===== config.mk =====
export PLATFORM = sky130hd
export DESIGN_NAME = serial_channel
export DESIGN_NICKNAME = d
export VERILOG_FILES = /design/src/core/serial_channel_pkg.sv /design/src/core/serial_channel.sv
export SDC_FILE = /design/constraint.sdc
export NUM_CORES = 1
export LEC_CHECK = 0
export ABC_AREA = 1
export BUFFER_PORTS_ARGS = -buffer_cell sky130_fd_sc_hd__buf_2
export CAP_MARGIN = 0
export CORE_MARGIN = 2
export CORE_UTILIZATION = 30
export DETAILED_ROUTE_END_ITERATION = 16
export REMOVE_ABC_BUFFERS = 1
export SETUP_SLACK_MARGIN = 0.2
export SYNTH_ARGS = -nofsm -noshare
export SYNTH_HDL_FRONTEND = slang
export SYNTH_SLANG_ARGS = --single-unit

===== constraint.sdc =====
create_clock -name clk_sys -period 4.15 [get_ports clk_sys]
set_input_delay 0.2075 -clock clk_sys [delete_from_list [all_inputs] [get_ports clk_sys]]
set_output_delay 0.2075 -clock clk_sys [all_outputs]
set_load 0.05 [all_outputs]

===== src/core/serial_channel_pkg.sv =====
// Purpose: Constants, register map and types shared by the serial channel core.
// Assumes: Byte-wide register port with a 4-bit register index.
// Notes: Register fields are packed structs so the core can carry them whole.
package serial_channel_pkg;

    // Register offsets on the plain register port
    localparam logic [3:0] OFS_FRAME_CONTROL = 4'h0;
    localparam logic [3:0] OFS_CLOCK_SELECT = 4'h1;
    localparam logic [3:0] OFS_BAUD_DIVIDE = 4'h2;
    localparam logic [3:0] OFS_RX_DATA = 4'h3;
    localparam logic [3:0] OFS_TX_DATA = 4'h4;
    localparam logic [3:0] OFS_RX_STATUS = 4'h5;

    // Reset values
    localparam logic [7:0] RST_FRAME_CONTROL = 8'h00;
    localparam logic [3:0] RST_CLOCK_SELECT = 4'h0;
    localparam logic [7:0] RST_BAUD_DIVIDE = 8'hFF;
    localparam logic [7:0] RST_RX_DATA = 8'hFF;
    localparam logic [7:0] RST_RX_SHIFT = 8'hFF;

    // Status register bit positions
    localparam int POS_TX_BUSY = 7;
    localparam int POS_PARITY_ERR = 2;
    localparam int POS_FRAMING_ERR = 1;
    localparam int POS_OVERRUN_ERR = 0;

    // Base clock selection codes
    localparam logic [3:0] CKS_MAX_DIV = 4'hA;
    localparam logic [3:0] CKS_EXTERNAL = 4'hB;
    localparam int PRESCALE_W = 10;

    // Parity select encodings
    localparam logic [1:0] PAR_NONE = 2'h0;
    localparam logic [1:0] PAR_ZERO = 2'h1;
    localparam logic [1:0] PAR_ODD = 2'h2;
    localparam logic [1:0] PAR_EVEN = 2'h3;

    // Frame control register layout, bit 7 down to bit 0
    typedef struct packed {
        logic unit_power_bit;      // Bit 7
        logic tx_enable_bit;       // Bit 6
        logic rx_enable_bit;       // Bit 5
        logic msb_first;           // Bit 4
        logic [1:0] parity_select; // Bits 3:2
        logic char_8bit;           // Bit 1
        logic stop_2bit;           // Bit 0
    } frame_ctrl_s;

    // Receive error flags as one group
    typedef struct packed {
        logic parity_err_flag;
        logic framing_err_flag;
        logic overrun_err_flag;
    } rx_err_s;

endpackage : serial_channel_pkg


===== src/core/serial_channel.sv =====
// Purpose: Asynchronous serial transmit and receive channel with register port.
// Assumes: One clock clk_sys at 50 MHz, synchronous active-low reset_n.
// Notes: Divisor values below 4 and undefined clock codes are not guarded.
//
// The address-and-strobe port and the register offsets are this design's own decisions.
`timescale 1ns/1ps
`default_nettype none

module serial_channel
    import serial_channel_pkg::*;
(
    input wire logic clk_sys,
    input wire logic reset_n,
    input wire logic [3:0] reg_addr,
    input wire logic [7:0] reg_wdata,
    input wire logic reg_write,
    input wire logic reg_read,
    output logic [7:0] reg_rdata,
    input wire logic serial_in_pin,
    input wire logic ext_base_clk,
    output logic serial_out_pin,
    output logic tx_enable_irq,
    output logic rx_done_irq
);

    // Parity bit sent for a data word under a parity mode
    function automatic logic parity_bit(input logic [7:0] data, input logic [1:0] mode);
        logic p;
        p = 1'b0;
        case (mode)
            PAR_EVEN: p = ^data;
            PAR_ODD: p = ~(^data);
            default: p = 1'b0;
        endcase
        return p;
    endfunction : parity_bit

    // Mirror a character so that MSB-first frames shift out LSB first
    function automatic logic [7:0] order_data(input logic [7:0] data, input logic msb,
                                              input logic eight);
        logic [7:0] r;
        r = data;
        if (msb) begin
            for (int i = 0; i < 8; i++) begin
                r[i] = data[7 - i];
            end
            if (!eight) begin
                r = {1'b0, r[7:1]};
            end
        end
        return r;
    endfunction : order_data

    // Base clock tick for a power-of-two divide of the main clock
    function automatic logic div_tick(input logic [PRESCALE_W-1:0] cnt, input logic [3:0] m);
        logic [PRESCALE_W-1:0] mask;
        mask = (PRESCALE_W'(1) << m) - PRESCALE_W'(1);
        return ((cnt & mask) == mask);
    endfunction : div_tick

    // Register storage
    frame_ctrl_s ctrl_q;              // Frame control register
    logic [3:0] clk_sel_q;            // Clock select register
    logic [7:0] baud_div_q;           // Baud divide register
    logic [7:0] rx_data_q;            // Receive data register
    logic [7:0] tx_data_q;            // Transmit data register
    logic tx_pending_q;               // Transmit data register holds a word
    logic rx_unread_q;                // Receive data not yet read
    rx_err_s err_q;                   // Receive error flags
    logic [7:0] rdata_q;              // Read data stage

    // Derived enables
    logic rx_on;
    logic tx_on;
    assign rx_on = ctrl_q.unit_power_bit & ctrl_q.rx_enable_bit;
    assign tx_on = ctrl_q.unit_power_bit & ctrl_q.tx_enable_bit;

    // Pin synchronisers
    logic [1:0] rxd_sync_q;           // Serial input, two stages
    logic [2:0] ext_sync_q;           // External clock, two stages plus edge history

    // Prescaler and base tick
    logic [PRESCALE_W-1:0] pre_cnt_q; // Main clock prescaler
    logic base_tick;                  // One cycle per base clock period

    // Noise filter
    logic filt_a_q;
    logic filt_b_q;
    logic filt_c_q;
    logic rxd_filt_q;                 // Filtered receive level
    logic rxd_prev_q;                 // Filtered level one base tick ago

    // Receive timing and data
    typedef enum logic [5:0] {
        RX_IDLE = 6'h01,
        RX_ARMED = 6'h02,
        RX_START = 6'h04,
        RX_DATA = 6'h08,
        RX_PARITY = 6'h10,
        RX_STOP = 6'h20
    } rx_state_e;
    rx_state_e rx_state_q;
    logic [7:0] rx_div_q;             // Receive divider count
    logic rx_phase_q;                 // Half-bit phase of the receiver
    logic rx_half;                    // Receive half-bit tick
    logic rx_sample;                  // Receive bit-middle strobe
    logic [7:0] rx_shift_q;           // Receive shift register
    logic [3:0] rx_bits_q;            // Data bits received
    logic rx_par_q;                   // Received parity bit
    logic rx_fall;                    // Falling edge on filtered input
    logic rx_rise;                    // Rising edge on filtered input

    // Transmit timing and data
    typedef enum logic [1:0] {
        TX_IDLE = 2'h1,
        TX_SHIFT = 2'h2
    } tx_state_e;
    tx_state_e tx_state_q;
    logic [7:0] tx_div_q;             // Transmit divider count
    logic tx_phase_q;                 // Half-bit phase of the transmitter
    logic tx_half;                    // Transmit half-bit tick
    logic tx_bit_end;                 // End of a transmitted bit
    logic [11:0] tx_shift_q;          // Transmit shift register
    logic [3:0] tx_left_q;            // Bits left in the frame
    logic tx_load;                    // Transmit data enters the shift register
    logic [11:0] tx_frame;            // Frame built from the data register
    logic [3:0] tx_len;               // Bits in that frame

    // Register port strobes
    logic wr_ctrl;
    logic wr_cks;
    logic wr_div;
    logic wr_tx;
    logic wr_stat;
    logic rd_rx;
    assign wr_ctrl = reg_write && (reg_addr == OFS_FRAME_CONTROL);
    assign wr_cks = reg_write && (reg_addr == OFS_CLOCK_SELECT);
    assign wr_div = reg_write && (reg_addr == OFS_BAUD_DIVIDE);
    assign wr_tx = reg_write && (reg_addr == OFS_TX_DATA);
    assign wr_stat = reg_write && (reg_addr == OFS_RX_STATUS);
    assign rd_rx = reg_read && (reg_addr == OFS_RX_DATA);

    // Control registers
    always_ff @(posedge clk_sys) begin
        if (!reset_n) begin
            ctrl_q <= frame_ctrl_s'(RST_FRAME_CONTROL);
            clk_sel_q <= RST_CLOCK_SELECT;
            baud_div_q <= RST_BAUD_DIVIDE;
        end else begin
            if (wr_ctrl) begin
                ctrl_q <= frame_ctrl_s'(reg_wdata);
            end
            if (wr_cks) begin
                clk_sel_q <= reg_wdata[3:0];
            end
            if (wr_div) begin
                baud_div_q <= reg_wdata;
            end
        end
    end

    // Read data, valid in the cycle after the read strobe
    always_ff @(posedge clk_sys) begin
        if (!reset_n) begin
            rdata_q <= 8'h00;
        end else if (reg_read) begin
            case (reg_addr)
                OFS_FRAME_CONTROL: rdata_q <= ctrl_q;
                OFS_CLOCK_SELECT: rdata_q <= {4'h0, clk_sel_q};
                OFS_BAUD_DIVIDE: rdata_q <= baud_div_q;
                OFS_RX_DATA: rdata_q <= rx_data_q;
                OFS_TX_DATA: rdata_q <= tx_data_q;
                OFS_RX_STATUS: begin
                    rdata_q <= 8'h00;
                    rdata_q[POS_TX_BUSY] <= (tx_state_q == TX_SHIFT);
                    rdata_q[POS_PARITY_ERR] <= err_q.parity_err_flag;
                    rdata_q[POS_FRAMING_ERR] <= err_q.framing_err_flag;
                    rdata_q[POS_OVERRUN_ERR] <= err_q.overrun_err_flag;
                end
                default: rdata_q <= 8'h00; // Unmapped reads return zero
            endcase
        end else begin
            rdata_q <= 8'h00;
        end
    end
    assign reg_rdata = rdata_q;

    // Pin synchronisers; first stages feed only the second stages
    always_ff @(posedge clk_sys) begin
        if (!reset_n) begin
            rxd_sync_q <= 2'h3;
            ext_sync_q <= 3'h0;
        end else begin
            rxd_sync_q <= {rxd_sync_q[0], serial_in_pin};
            ext_sync_q <= {ext_sync_q[1:0], ext_base_clk};
        end
    end

    // Prescaler, held cleared while the unit is off
    always_ff @(posedge clk_sys) begin
        if (!reset_n || !ctrl_q.unit_power_bit) begin
            pre_cnt_q <= '0;
        end else begin
            pre_cnt_q <= pre_cnt_q + PRESCALE_W'(1);
        end
    end

    // Base clock selection and gating
    always_comb begin
        base_tick = 1'b0;
        if (ctrl_q.unit_power_bit) begin
            if (clk_sel_q <= CKS_MAX_DIV) begin
                base_tick = div_tick(pre_cnt_q, clk_sel_q);
            end else if (clk_sel_q == CKS_EXTERNAL) begin
                base_tick = ext_sync_q[1] & ~ext_sync_q[2];
            end
        end
    end

    // Noise filter: three stages on the base clock, two-sample match
    always_ff @(posedge clk_sys) begin
        if (!reset_n) begin
            filt_a_q <= 1'b1;
            filt_b_q <= 1'b1;
            filt_c_q <= 1'b1;
            rxd_filt_q <= 1'b1;
            rxd_prev_q <= 1'b1;
        end else if (base_tick) begin
            filt_a_q <= rxd_sync_q[1];
            filt_b_q <= filt_a_q;
            filt_c_q <= filt_b_q;
            if (filt_b_q == filt_c_q) begin
                rxd_filt_q <= filt_c_q;
            end
            rxd_prev_q <= rxd_filt_q;
        end
    end
    assign rx_rise = base_tick & rxd_filt_q & ~rxd_prev_q;
    assign rx_fall = base_tick & ~rxd_filt_q & rxd_prev_q;

    // Receive divider, restarted at the start edge
    always_ff @(posedge clk_sys) begin
        if (!reset_n || (rx_state_q == RX_ARMED && rx_fall)) begin
            rx_div_q <= 8'h00;
            rx_phase_q <= 1'b1; // First half tick lands mid start bit
        end else if (rx_half) begin
            rx_div_q <= 8'h00;
            rx_phase_q <= ~rx_phase_q;
        end else if (base_tick) begin
            rx_div_q <= rx_div_q + 8'h01;
        end
    end
    assign rx_half = base_tick && (rx_div_q == baud_div_q - 8'h01);
    assign rx_sample = rx_half & rx_phase_q;

    // Receive sequencer
    always_ff @(posedge clk_sys) begin
        if (!reset_n || !rx_on) begin
            rx_state_q <= RX_IDLE;
            rx_bits_q <= 4'h0;
            rx_par_q <= 1'b0;
            rx_shift_q <= RST_RX_SHIFT;
        end else begin
            case (rx_state_q)
                RX_IDLE: begin
                    if (rx_rise) begin
                        rx_state_q <= RX_ARMED;
                    end
                end
                RX_ARMED: begin
                    if (rx_fall) begin
                        rx_state_q <= RX_START;
                    end
                end
                RX_START: begin
                    if (rx_sample) begin
                        rx_bits_q <= 4'h0;
                        rx_state_q <= rxd_filt_q ? RX_IDLE : RX_DATA;
                    end
                end
                RX_DATA: begin
                    if (rx_sample) begin
                        rx_shift_q <= ctrl_q.msb_first ? {rx_shift_q[6:0], rxd_filt_q}
                                                       : {rxd_filt_q, rx_shift_q[7:1]};
                        rx_bits_q <= rx_bits_q + 4'h1;
                        if (rx_bits_q == (ctrl_q.char_8bit ? 4'h7 : 4'h6)) begin
                            rx_state_q <= (ctrl_q.parity_select == PAR_NONE) ? RX_STOP
                                                                             : RX_PARITY;
                        end
                    end
                end
                RX_PARITY: begin
                    if (rx_sample) begin
                        rx_par_q <= rxd_filt_q;
                        rx_state_q <= RX_STOP;
                    end
                end
                RX_STOP: begin
                    if (rx_sample) begin
                        rx_state_q <= RX_IDLE;
                    end
                end
                default: rx_state_q <= RX_IDLE;
            endcase
        end
    end

    // Frame completion: errors, data transfer and interrupt
    logic rx_done;
    logic [7:0] rx_word;
    logic pe_set;
    logic fe_set;
    logic ov_set;
    assign rx_done = rx_on && (rx_state_q == RX_STOP) && rx_sample;
    always_comb begin
        rx_word = rx_shift_q;
        if (!ctrl_q.char_8bit) begin
            rx_word = ctrl_q.msb_first ? {1'b0, rx_shift_q[6:0]} : {1'b0, rx_shift_q[7:1]};
        end
    end
    assign pe_set = rx_done && ctrl_q.parity_select[1] &&
                    ((^rx_word ^ rx_par_q) != (ctrl_q.parity_select == PAR_ODD));
    assign fe_set = rx_done && !rxd_filt_q;
    assign ov_set = rx_done && rx_unread_q;

    // Receive data register and unread tracking
    always_ff @(posedge clk_sys) begin
        if (!reset_n) begin
            rx_data_q <= RST_RX_DATA;
            rx_unread_q <= 1'b0;
        end else begin
            if (rx_done && !rx_unread_q) begin
                rx_data_q <= rx_word;
            end
            if (rx_done) begin
                rx_unread_q <= 1'b1; // New completion wins over a read
            end else if (rd_rx) begin
                rx_unread_q <= 1'b0;
            end
        end
    end

    // Error flags: hardware set wins over a software clear by writing zero
    always_ff @(posedge clk_sys) begin
        if (!reset_n) begin
            err_q <= '0;
        end else begin
            err_q.parity_err_flag <= pe_set | (err_q.parity_err_flag &
                                     ~(wr_stat & ~reg_wdata[POS_PARITY_ERR]));
            err_q.framing_err_flag <= fe_set | (err_q.framing_err_flag &
                                      ~(wr_stat & ~reg_wdata[POS_FRAMING_ERR]));
            err_q.overrun_err_flag <= ov_set | (err_q.overrun_err_flag &
                                      ~(wr_stat & ~reg_wdata[POS_OVERRUN_ERR]));
        end
    end

    // Receive-complete pulse, only while reception is enabled
    always_ff @(posedge clk_sys) begin
        if (!reset_n) begin
            rx_done_irq <= 1'b0;
        end else begin
            rx_done_irq <= rx_done;
        end
    end

    // Transmit frame assembly from the data register
    always_comb begin
        logic [7:0] d;
        logic [3:0] n;
        logic [11:0] f;
        d = order_data(tx_data_q, ctrl_q.msb_first, ctrl_q.char_8bit);
        f = 12'hFFF;
        n = ctrl_q.char_8bit ? 4'h9 : 4'h8; // Start plus character bits
        if (ctrl_q.char_8bit) begin
            f[8:0] = {d, 1'b0};
        end else begin
            f[7:0] = {d[6:0], 1'b0};
        end
        if (ctrl_q.parity_select != PAR_NONE) begin
            f[n] = parity_bit(ctrl_q.char_8bit ? tx_data_q : {1'b0, tx_data_q[6:0]},
                              ctrl_q.parity_select);
            n = n + 4'h1;
        end
        n = n + (ctrl_q.stop_2bit ? 4'h2 : 4'h1);
        tx_frame = f;
        tx_len = n;
    end

    // Transmit divider, restarted with each frame
    always_ff @(posedge clk_sys) begin
        if (!reset_n || tx_load) begin
            tx_div_q <= 8'h00;
            tx_phase_q <= 1'b0;
        end else if (tx_half) begin
            tx_div_q <= 8'h00;
            tx_phase_q <= ~tx_phase_q;
        end else if (base_tick) begin
            tx_div_q <= tx_div_q + 8'h01;
        end
    end
    assign tx_half = base_tick && (tx_div_q == baud_div_q - 8'h01);
    assign tx_bit_end = tx_half & tx_phase_q;
    assign tx_load = tx_on && tx_pending_q &&
                     ((tx_state_q == TX_IDLE) || (tx_bit_end && tx_left_q == 4'h1));

    // Transmit data register
    always_ff @(posedge clk_sys) begin
        if (!reset_n) begin
            tx_data_q <= 8'h00;
            tx_pending_q <= 1'b0;
        end else begin
            if (wr_tx) begin
                tx_data_q <= reg_wdata;
            end
            if (wr_tx) begin
                tx_pending_q <= 1'b1;
            end else if (tx_load) begin
                tx_pending_q <= 1'b0;
            end
        end
    end

    // Transmit shifter with back-to-back reload
    always_ff @(posedge clk_sys) begin
        if (!reset_n || !tx_on) begin
            tx_state_q <= TX_IDLE;
            tx_shift_q <= 12'hFFF;
            tx_left_q <= 4'h0;
        end else if (tx_load) begin
            tx_state_q <= TX_SHIFT;
            tx_shift_q <= tx_frame;
            tx_left_q <= tx_len;
        end else if (tx_state_q == TX_SHIFT && tx_bit_end) begin
            tx_shift_q <= {1'b1, tx_shift_q[11:1]};
            tx_left_q <= tx_left_q - 4'h1;
            if (tx_left_q == 4'h1) begin
                tx_state_q <= TX_IDLE;
            end
        end
    end

    // Serial output and transmit-enable pulse
    always_ff @(posedge clk_sys) begin
        if (!reset_n) begin
            serial_out_pin <= 1'b1;
            tx_enable_irq <= 1'b0;
        end else begin
            serial_out_pin <= (tx_state_q == TX_SHIFT) ? tx_shift_q[0] : 1'b1;
            tx_enable_irq <= tx_load;
        end
    end

endmodule : serial_channel

`default_nettype wire


Word level (Yosys, flattened, before mapping)
Cells that the tools add are included.
{ "op_classes": {"n_addsub": 9, "n_lt_le_gt_ge": 3, "n_eq_ne": 30, "shifts": 1, "n_mux": 45, "bitwise_logic": 32, "n_reduce_logical": 53} }
{ "ops": {"columns": ["operator", "count"], "rows": [
  ["two-way mux 6 bit", 8],
  ["case mux 8 bit (6 select lines)", 1],
  ["two-way mux 8 bit", 5],
  ["two-way mux 12 bit", 3],
  ["case mux 6 bit (6 select lines)", 1],
  ["two-way mux 4 bit", 6],
  ["logical AND 1 bit", 21],
  ["adder 8 x 1 -> 8 bit (second input constant)", 2],
  ["== test 8 bit", 2],
  ["XOR reduction 8 bit", 2],
  ["bitwise AND 1 bit", 15],
  ["!= test 2 bit (second input constant)", 7],
  ["bitwise mux 12 bit", 1],
  ["two-way mux 1 bit", 12],
  ["inverter 1 bit", 12],
  ["AND reduction 2 bit", 6],
  ["nonzero test 2 bit", 6],
  ["adder 10 x 1 -> 10 bit (second input constant)", 1],
  ["bitwise AND 10 bit", 1],
  ["== test 10 bit", 1],
  ["<< shifter 1 x 4 -> 10 bit (first input constant)", 1],
  ["subtractor 10 x 2 -> 10 bit (second input constant)", 1],
  ["adder 4 x 1 -> 4 bit (second input constant)", 2],
  ["== test 4 x 1 -> 1 bit (second input constant)", 2],
  ["34 further kinds", 54]
]} }
{ "word_totals": {"regBits": 127, "input_bits": 18, "out_inout_bits": 11, "elab_cells": 212} }

Longest topological paths before layout
{ "depth": {"depth_word": 13, "ltp_mapped": 19, "depth_no_buf": 18} }

Least setup slack after synthesis
Ideal clock, no wire load.
{ "synth_timing": {"kind": "register to register", "from": "register clk_sel_q[0]", "to": "register tx_shift_q[1]", "setup_time_ns": 0.134, "arrival_ns": 2.373, "t_required_ns": 4.016, "setup_slack_ns": 1.644, "path_stages_with_launch": 18, "path_buffers": 2, "synth_period_minus_slack_ns": 2.506, "path_cell_list": "dfxtp_1 -> buf_2 -> nor2_1 -> nand2_1 -> ha_1 -> nor2_1 -> a21oi_1 -> nand2_1 -> nor2_1 -> nand2_1 -> nor2_1 -> nand3_1 -> a21oi_2 -> and2_2 -> nand3_2 -> buf_2 -> nand3_1 -> nand3_1"} }
{ "synth_via": {"elab_chain_cells": 12, "elab_cells_between_ends": 17, "cone_classes": "add/sub (1); order compare (1); eq/ne (2); shift (1); mux (4); bitwise (2); reduce/logical (6)"} }
{ "synth_lines": {"columns": ["item", "line", "rtl"], "rows": [
  ["start: declaration", "serial_channel.sv:63", "logic [3:0] clk_sel_q;"],
  ["start signal: assignment", "serial_channel.sv:154", "clk_sel_q <= reg_wdata[3:0];"],
  ["<< shifter 1 x 4 -> 10 bit", "serial_channel.sv:57", "mask = (PRESCALE_W'(1) << m) - PRESCALE_W'(1);"],
  ["subtractor 10 x 2 -> 10 bit", "serial_channel.sv:57", null],
  ["bitwise AND 10 bit", "serial_channel.sv:58", "return ((cnt & mask) == mask);"],
  ["== test 10 bit", "serial_channel.sv:58", null],
  ["two-way mux 1 bit *", "serial_channel.sv:212", "if (clk_sel_q <= CKS_MAX_DIV) begin"],
  ["two-way mux 1 bit *", "serial_channel.sv:211", "if (ctrl_q.unit_power_bit) begin"],
  ["logical AND 1 bit *", "serial_channel.sv:401", "assign tx_half = base_tick && (tx_div_q == baud_div_q - 8'h01);"],
  ["bitwise AND 1 bit *", "serial_channel.sv:402", "assign tx_bit_end = tx_half & tx_phase_q;"],
  ["logical AND 1 bit", "serial_channel.sv:404", "((tx_state_q == TX_IDLE) || (tx_bit_end && tx_left_q == 4'h1));"],
  ["logical OR 1 bit", "serial_channel.sv:404", null],
  ["logical AND 1 bit", "serial_channel.sv:403", "assign tx_load = tx_on && tx_pending_q &&"],
  ["two-way mux 12 bit or nonzero test 2 bit (tied branches)", null, null],
  ["end signal: assignment", "serial_channel.sv:431", "tx_shift_q <= tx_frame;"],
  ["end signal: assignment", "serial_channel.sv:434", "tx_shift_q <= {1'b1, tx_shift_q[11:1]};"],
  ["end: declaration", "serial_channel.sv:123", "logic [11:0] tx_shift_q;"]
]} }
Mark *: on every way between the ends. The rest lies on a longest branch, timed or not.
A chain may end at the register's enable or synchronous reset.

Worst setup path in the final report
{ "layout_timing": {"from": "register clk_sel_q[2]", "to": "register tx_div_q[2]"} }
{ "layout_via": {"elab_chain_cells": 13, "elab_cells_between_ends": 16, "cone_classes": "add/sub (1); order compare (1); eq/ne (2); shift (1); mux (3); bitwise (2); reduce/logical (6)"} }
{ "layout_lines": {"columns": ["item", "line", "rtl"], "rows": [
  ["<< shifter 1 x 4 -> 10 bit", "serial_channel.sv:57", null],
  ["subtractor 10 x 2 -> 10 bit", "serial_channel.sv:57", null],
  ["bitwise AND 10 bit", "serial_channel.sv:58", null],
  ["== test 10 bit", "serial_channel.sv:58", null],
  ["two-way mux 1 bit *", "serial_channel.sv:212", null],
  ["two-way mux 1 bit *", "serial_channel.sv:211", null],
  ["logical AND 1 bit", "serial_channel.sv:401", null],
  ["bitwise AND 1 bit", "serial_channel.sv:402", null],
  ["logical AND 1 bit", "serial_channel.sv:404", null],
  ["logical OR 1 bit", "serial_channel.sv:404", null],
  ["logical AND 1 bit", "serial_channel.sv:403", null],
  ["logical OR 1 bit", "serial_channel.sv:391", "if (!reset_n || tx_load) begin"],
  ["OR reduction 2 bit (no line)", null, null],
  ["end signal: assignment", "serial_channel.sv:398", "tx_div_q <= tx_div_q + 8'h01;"],
  ["end: declaration", "serial_channel.sv:119", "logic [7:0] tx_div_q;"]
]} }
Marks and branches as above.

==> metrics.cfg <==
[clock_network]
insertion_delay_ps = 430
h-tree-depth = 4
clockBufferDepth = 2
root_buffer = clkbuf_16
cts-buffers-inserted = 17
clk_pin_slew_worst_paths_ps = 60
tritoncts = yes
cts.sinks = 125
cts_setup_buffers = 0

[sta]
period_minus_slack_ps = 3280
fin_worst_skew_ps = 7.47
relSlewSlack_pct = 29.7
worstMarginPinSlew_ps = 1050
setup_viol = 0
slew_viol_final = 0
rsz0062_at_grt = false
final.period_utilization_pct = 78.9
clock.fmax_mhz = 305
tns_ps = 0
final_hold_viol_count = 0

[worst_setup_path]
cp-startpoint = clk_sel_q[2]$_SDFFE_PN0P_
arrival_ps = 3580
r2r_end = tx_div_q[2]$_SDFFE_PP0N_
crit_path_end = tx_div_q[2]$_SDFFE_PP0N_
crit_fanout = 40
r2r-start = clk_sel_q[2]$_SDFFE_PN0P_
crit_type = flop to flop
critPathCaptureType = flop
r2r_slack_ps = 870
start_kind = flop
critPathRequiredTime_ps = 4450
r2r_cells = 16

[logic_synthesis]
synthCells = 964
synth-seq-cells = 125
ys_warn_count = 0
synth_cell_type_count = 44
postSynthAreaPerCell_um2 = 6.79
synth.cell_area_mm2 = 0.00654
seq_area_frac_synth_pct = 38.2

[floorplanning]
fp.coreArea_mm2 = 0.0216
fp.dieW_um = 152
die_h_um = 152
dieArea_mm2 = 0.0230
ios = 29
initial_utilization_pct = 30.3
rows = 54

[pwr]
p_leak_nw = 3.19
peakVddDrop_v = 0.000225
pwr_density_cell_mw_per_mm2 = 371

[finish]
fin_util_pct = 34.9
stdcell_count = 1285
antenna_cells = 0
layout-drive-gt1-share_pct = 8.16
fill_cells = 2311
area_growth_pct = 15.2
ff_latch_area_mm2 = 0.00250
multi_input_comb_area_mm2 = 0.00346
nets = 1021

[hold_path]
min_path_type = input pin to flop
min_from = reg_wdata[3]

[routing]
viasPerCell = 4.87
dr.pass1.iters = 5
vias = 6252
wl_um = 17400
antenna_left = 0
drc = 0
avgRoutedWirePerCell_um = 13.5
drt-initial-drc-count = 412

[grt]
first_global_vias = 5774
grt_pass1_wl_um = 28600
antenna_found_initial = 0
grt_max_degree = 44
overflow = 0
grt_use_total_pct = 15.8

[placement]
numPortBuffers = 28
post-dp-hpwl_um = 12600
place.gp.congestion = 0.843
placed_cells = 1251

[run_status]
status = completed

[run]
drv_cap = 0

[cell type report]
cell class	count	share of cell area, %
multi-input combinational	690	45.9
clock inverter	6	0.763
timing repair buffer	34	2.52
tap	280	4.65
inverter	124	6.17
clock buffer	26	6.76
sequential	125	33.2
[placed cells by master (no fill, tap or decap), drive strengths merged, types with 4 or more instances in the layout]
cell / n
o21ai: 82
dfxtp: 125
nor2: 86
ha: 10
nor3: 18
nand2: 242
xor2: 19
o22ai: 8
o211ai: 18
mux2i: 4
nand3: 82
clkbuf: 26
a21oi: 66
xnor2: 7
buf: 32
nand4: 13
nor3b: 5
or2: 6
inv: 122
clkinv: 6
[report_power, final]
group,internal (mW),switching (mW)
registers,1.21,0.0101
clock network,0.899,0.540
logic,0.0438,0.0926
[worst min-delay path by stage]
stage	end	slack, ps	depth (start not counted)
finish	baud_div_q[3]$_SDFFE_PN1P_	70	3
global route	baud_div_q[3]$_SDFFE_PN1P_	80	3
CTS	rx_unread_q$_SDFFE_PN0P_	60	4
detailed placement	ext_sync_q[0]$_SDFF_PN0_	390	3
global placement	ext_sync_q[0]$_SDFF_PN0_	390	3
floorplan	filt_c_q$_SDFFE_PN1N_	280	1
[per-stage QoR]
step	hold WS, ps	power [mW]	worst slack (ps)	area (um^2)
3_5_place_dp	391	1.38	879	6950
4_1_cts	58.2	2.82	851	7540
2_1_floorplan	277	1.33	1280	6430
3_3_place_gp	393	1.38	904	6950
5_1_grt	75.6	2.90	379	7540
6_report	67.3	2.80	874	7540
[cells by family (layout without fill, tap and decap cells)]
logic type | Yosys count | after routing | share of synthesized area, %
XOR/XNOR | 27 | 27 | 3.82
AND/OR/NAND/NOR | 458 | 458 | 30.0
adder cells (fa/ha/maj) | 11 | 11 | 2.22
flip-flops | 125 | 125 | 38.2
multiplexers | 4 | 4 | 0.612
buffers and inverters | 149 | 190 | 8.82
AO/OA/AOI/OAI | 190 | 190 | 16.2
[critical path: stages (launching register included)]
cell and delay (ps):
dfxtp_1 360, nor2_2 230, nand2_1 110, ha_1 290, nor2_1 40, a21oi_1 100, nand2_1 60, nor2_1 80
nand2_1 60, nor2_1 80, nand3_1 140, a21oi_2 430, nand4_1 130, nand2_1 160, nand2_2 410, nand3b_2 380
nor3_1 70
[routing by layer]
| layer | up-vias | routed length [um] | GRT usage, % |
|---|---|---|---|
| met2 | 127 | 7910 | 25.1 |
| met1 | 2879 | 8440 | 21.3 |
| met4 | 0 | 175 | 5.09 |
| li1 | 3231 | - | - |
| met5 | - | 0 | 0 |
| met3 | 15 | 844 | 3.44 |
[sequential cells by signal (all words and copies together), names as in the netlist, 2 cells and up]
signal / cells
rxd_sync_q: 2
rx_bits_q: 4
reg_rdata: 8
ext_sync_q: 3
err_q: 3
rx_shift_q: 8
pre_cnt_q: 10
ctrl_q: 8
tx_div_q: 8
tx_data_q: 8
rx_state_q: 6
clk_sel_q: 4
tx_left_q: 4
tx_shift_q: 10
rx_data_q: 8
baud_div_q: 8
tx_state_q: 2
rx_div_q: 8
[repair_timing]
action / 4_1_cts / 5_1_grt
gates resized for setup: 0 / 0
hold buffers: 2 / 0
hold endpoints to repair: 2 / 0
[synth_stat cells (all sizes together)]
master   count  share of area (%)
nand2      242                 14
xnor3        1               0.34
a21oi       66                5.1
nor3        18                1.4
o31ai        2               0.23
o22ai        8               0.76
a211oi       1               0.11
nor4         3               0.29
o21ai       82                6.3
nand3b       2               0.29
and2         1               0.11
o211ai      18                2.1
ha          10                1.9
nand3       82                6.4
nor3b        5               0.57
buf          7               0.67
fa           1               0.31
inv        122                7.0
o221ai       1               0.13
nor2        86                5.2
o311ai       2               0.27
xnor2        7               0.94
nand4       13                1.2
xor2        19                2.5
a2111oi      2               0.27
a31oi        1              0.096
a221oi       3               0.40
a41oi        3               0.40
dfxtp      125                 38
o21a         1               0.11
clkbuf      18                1.0
mux2i        4               0.61
or2          6               0.57
clkinv       2               0.11
Power figures use the tool's default switching activity.
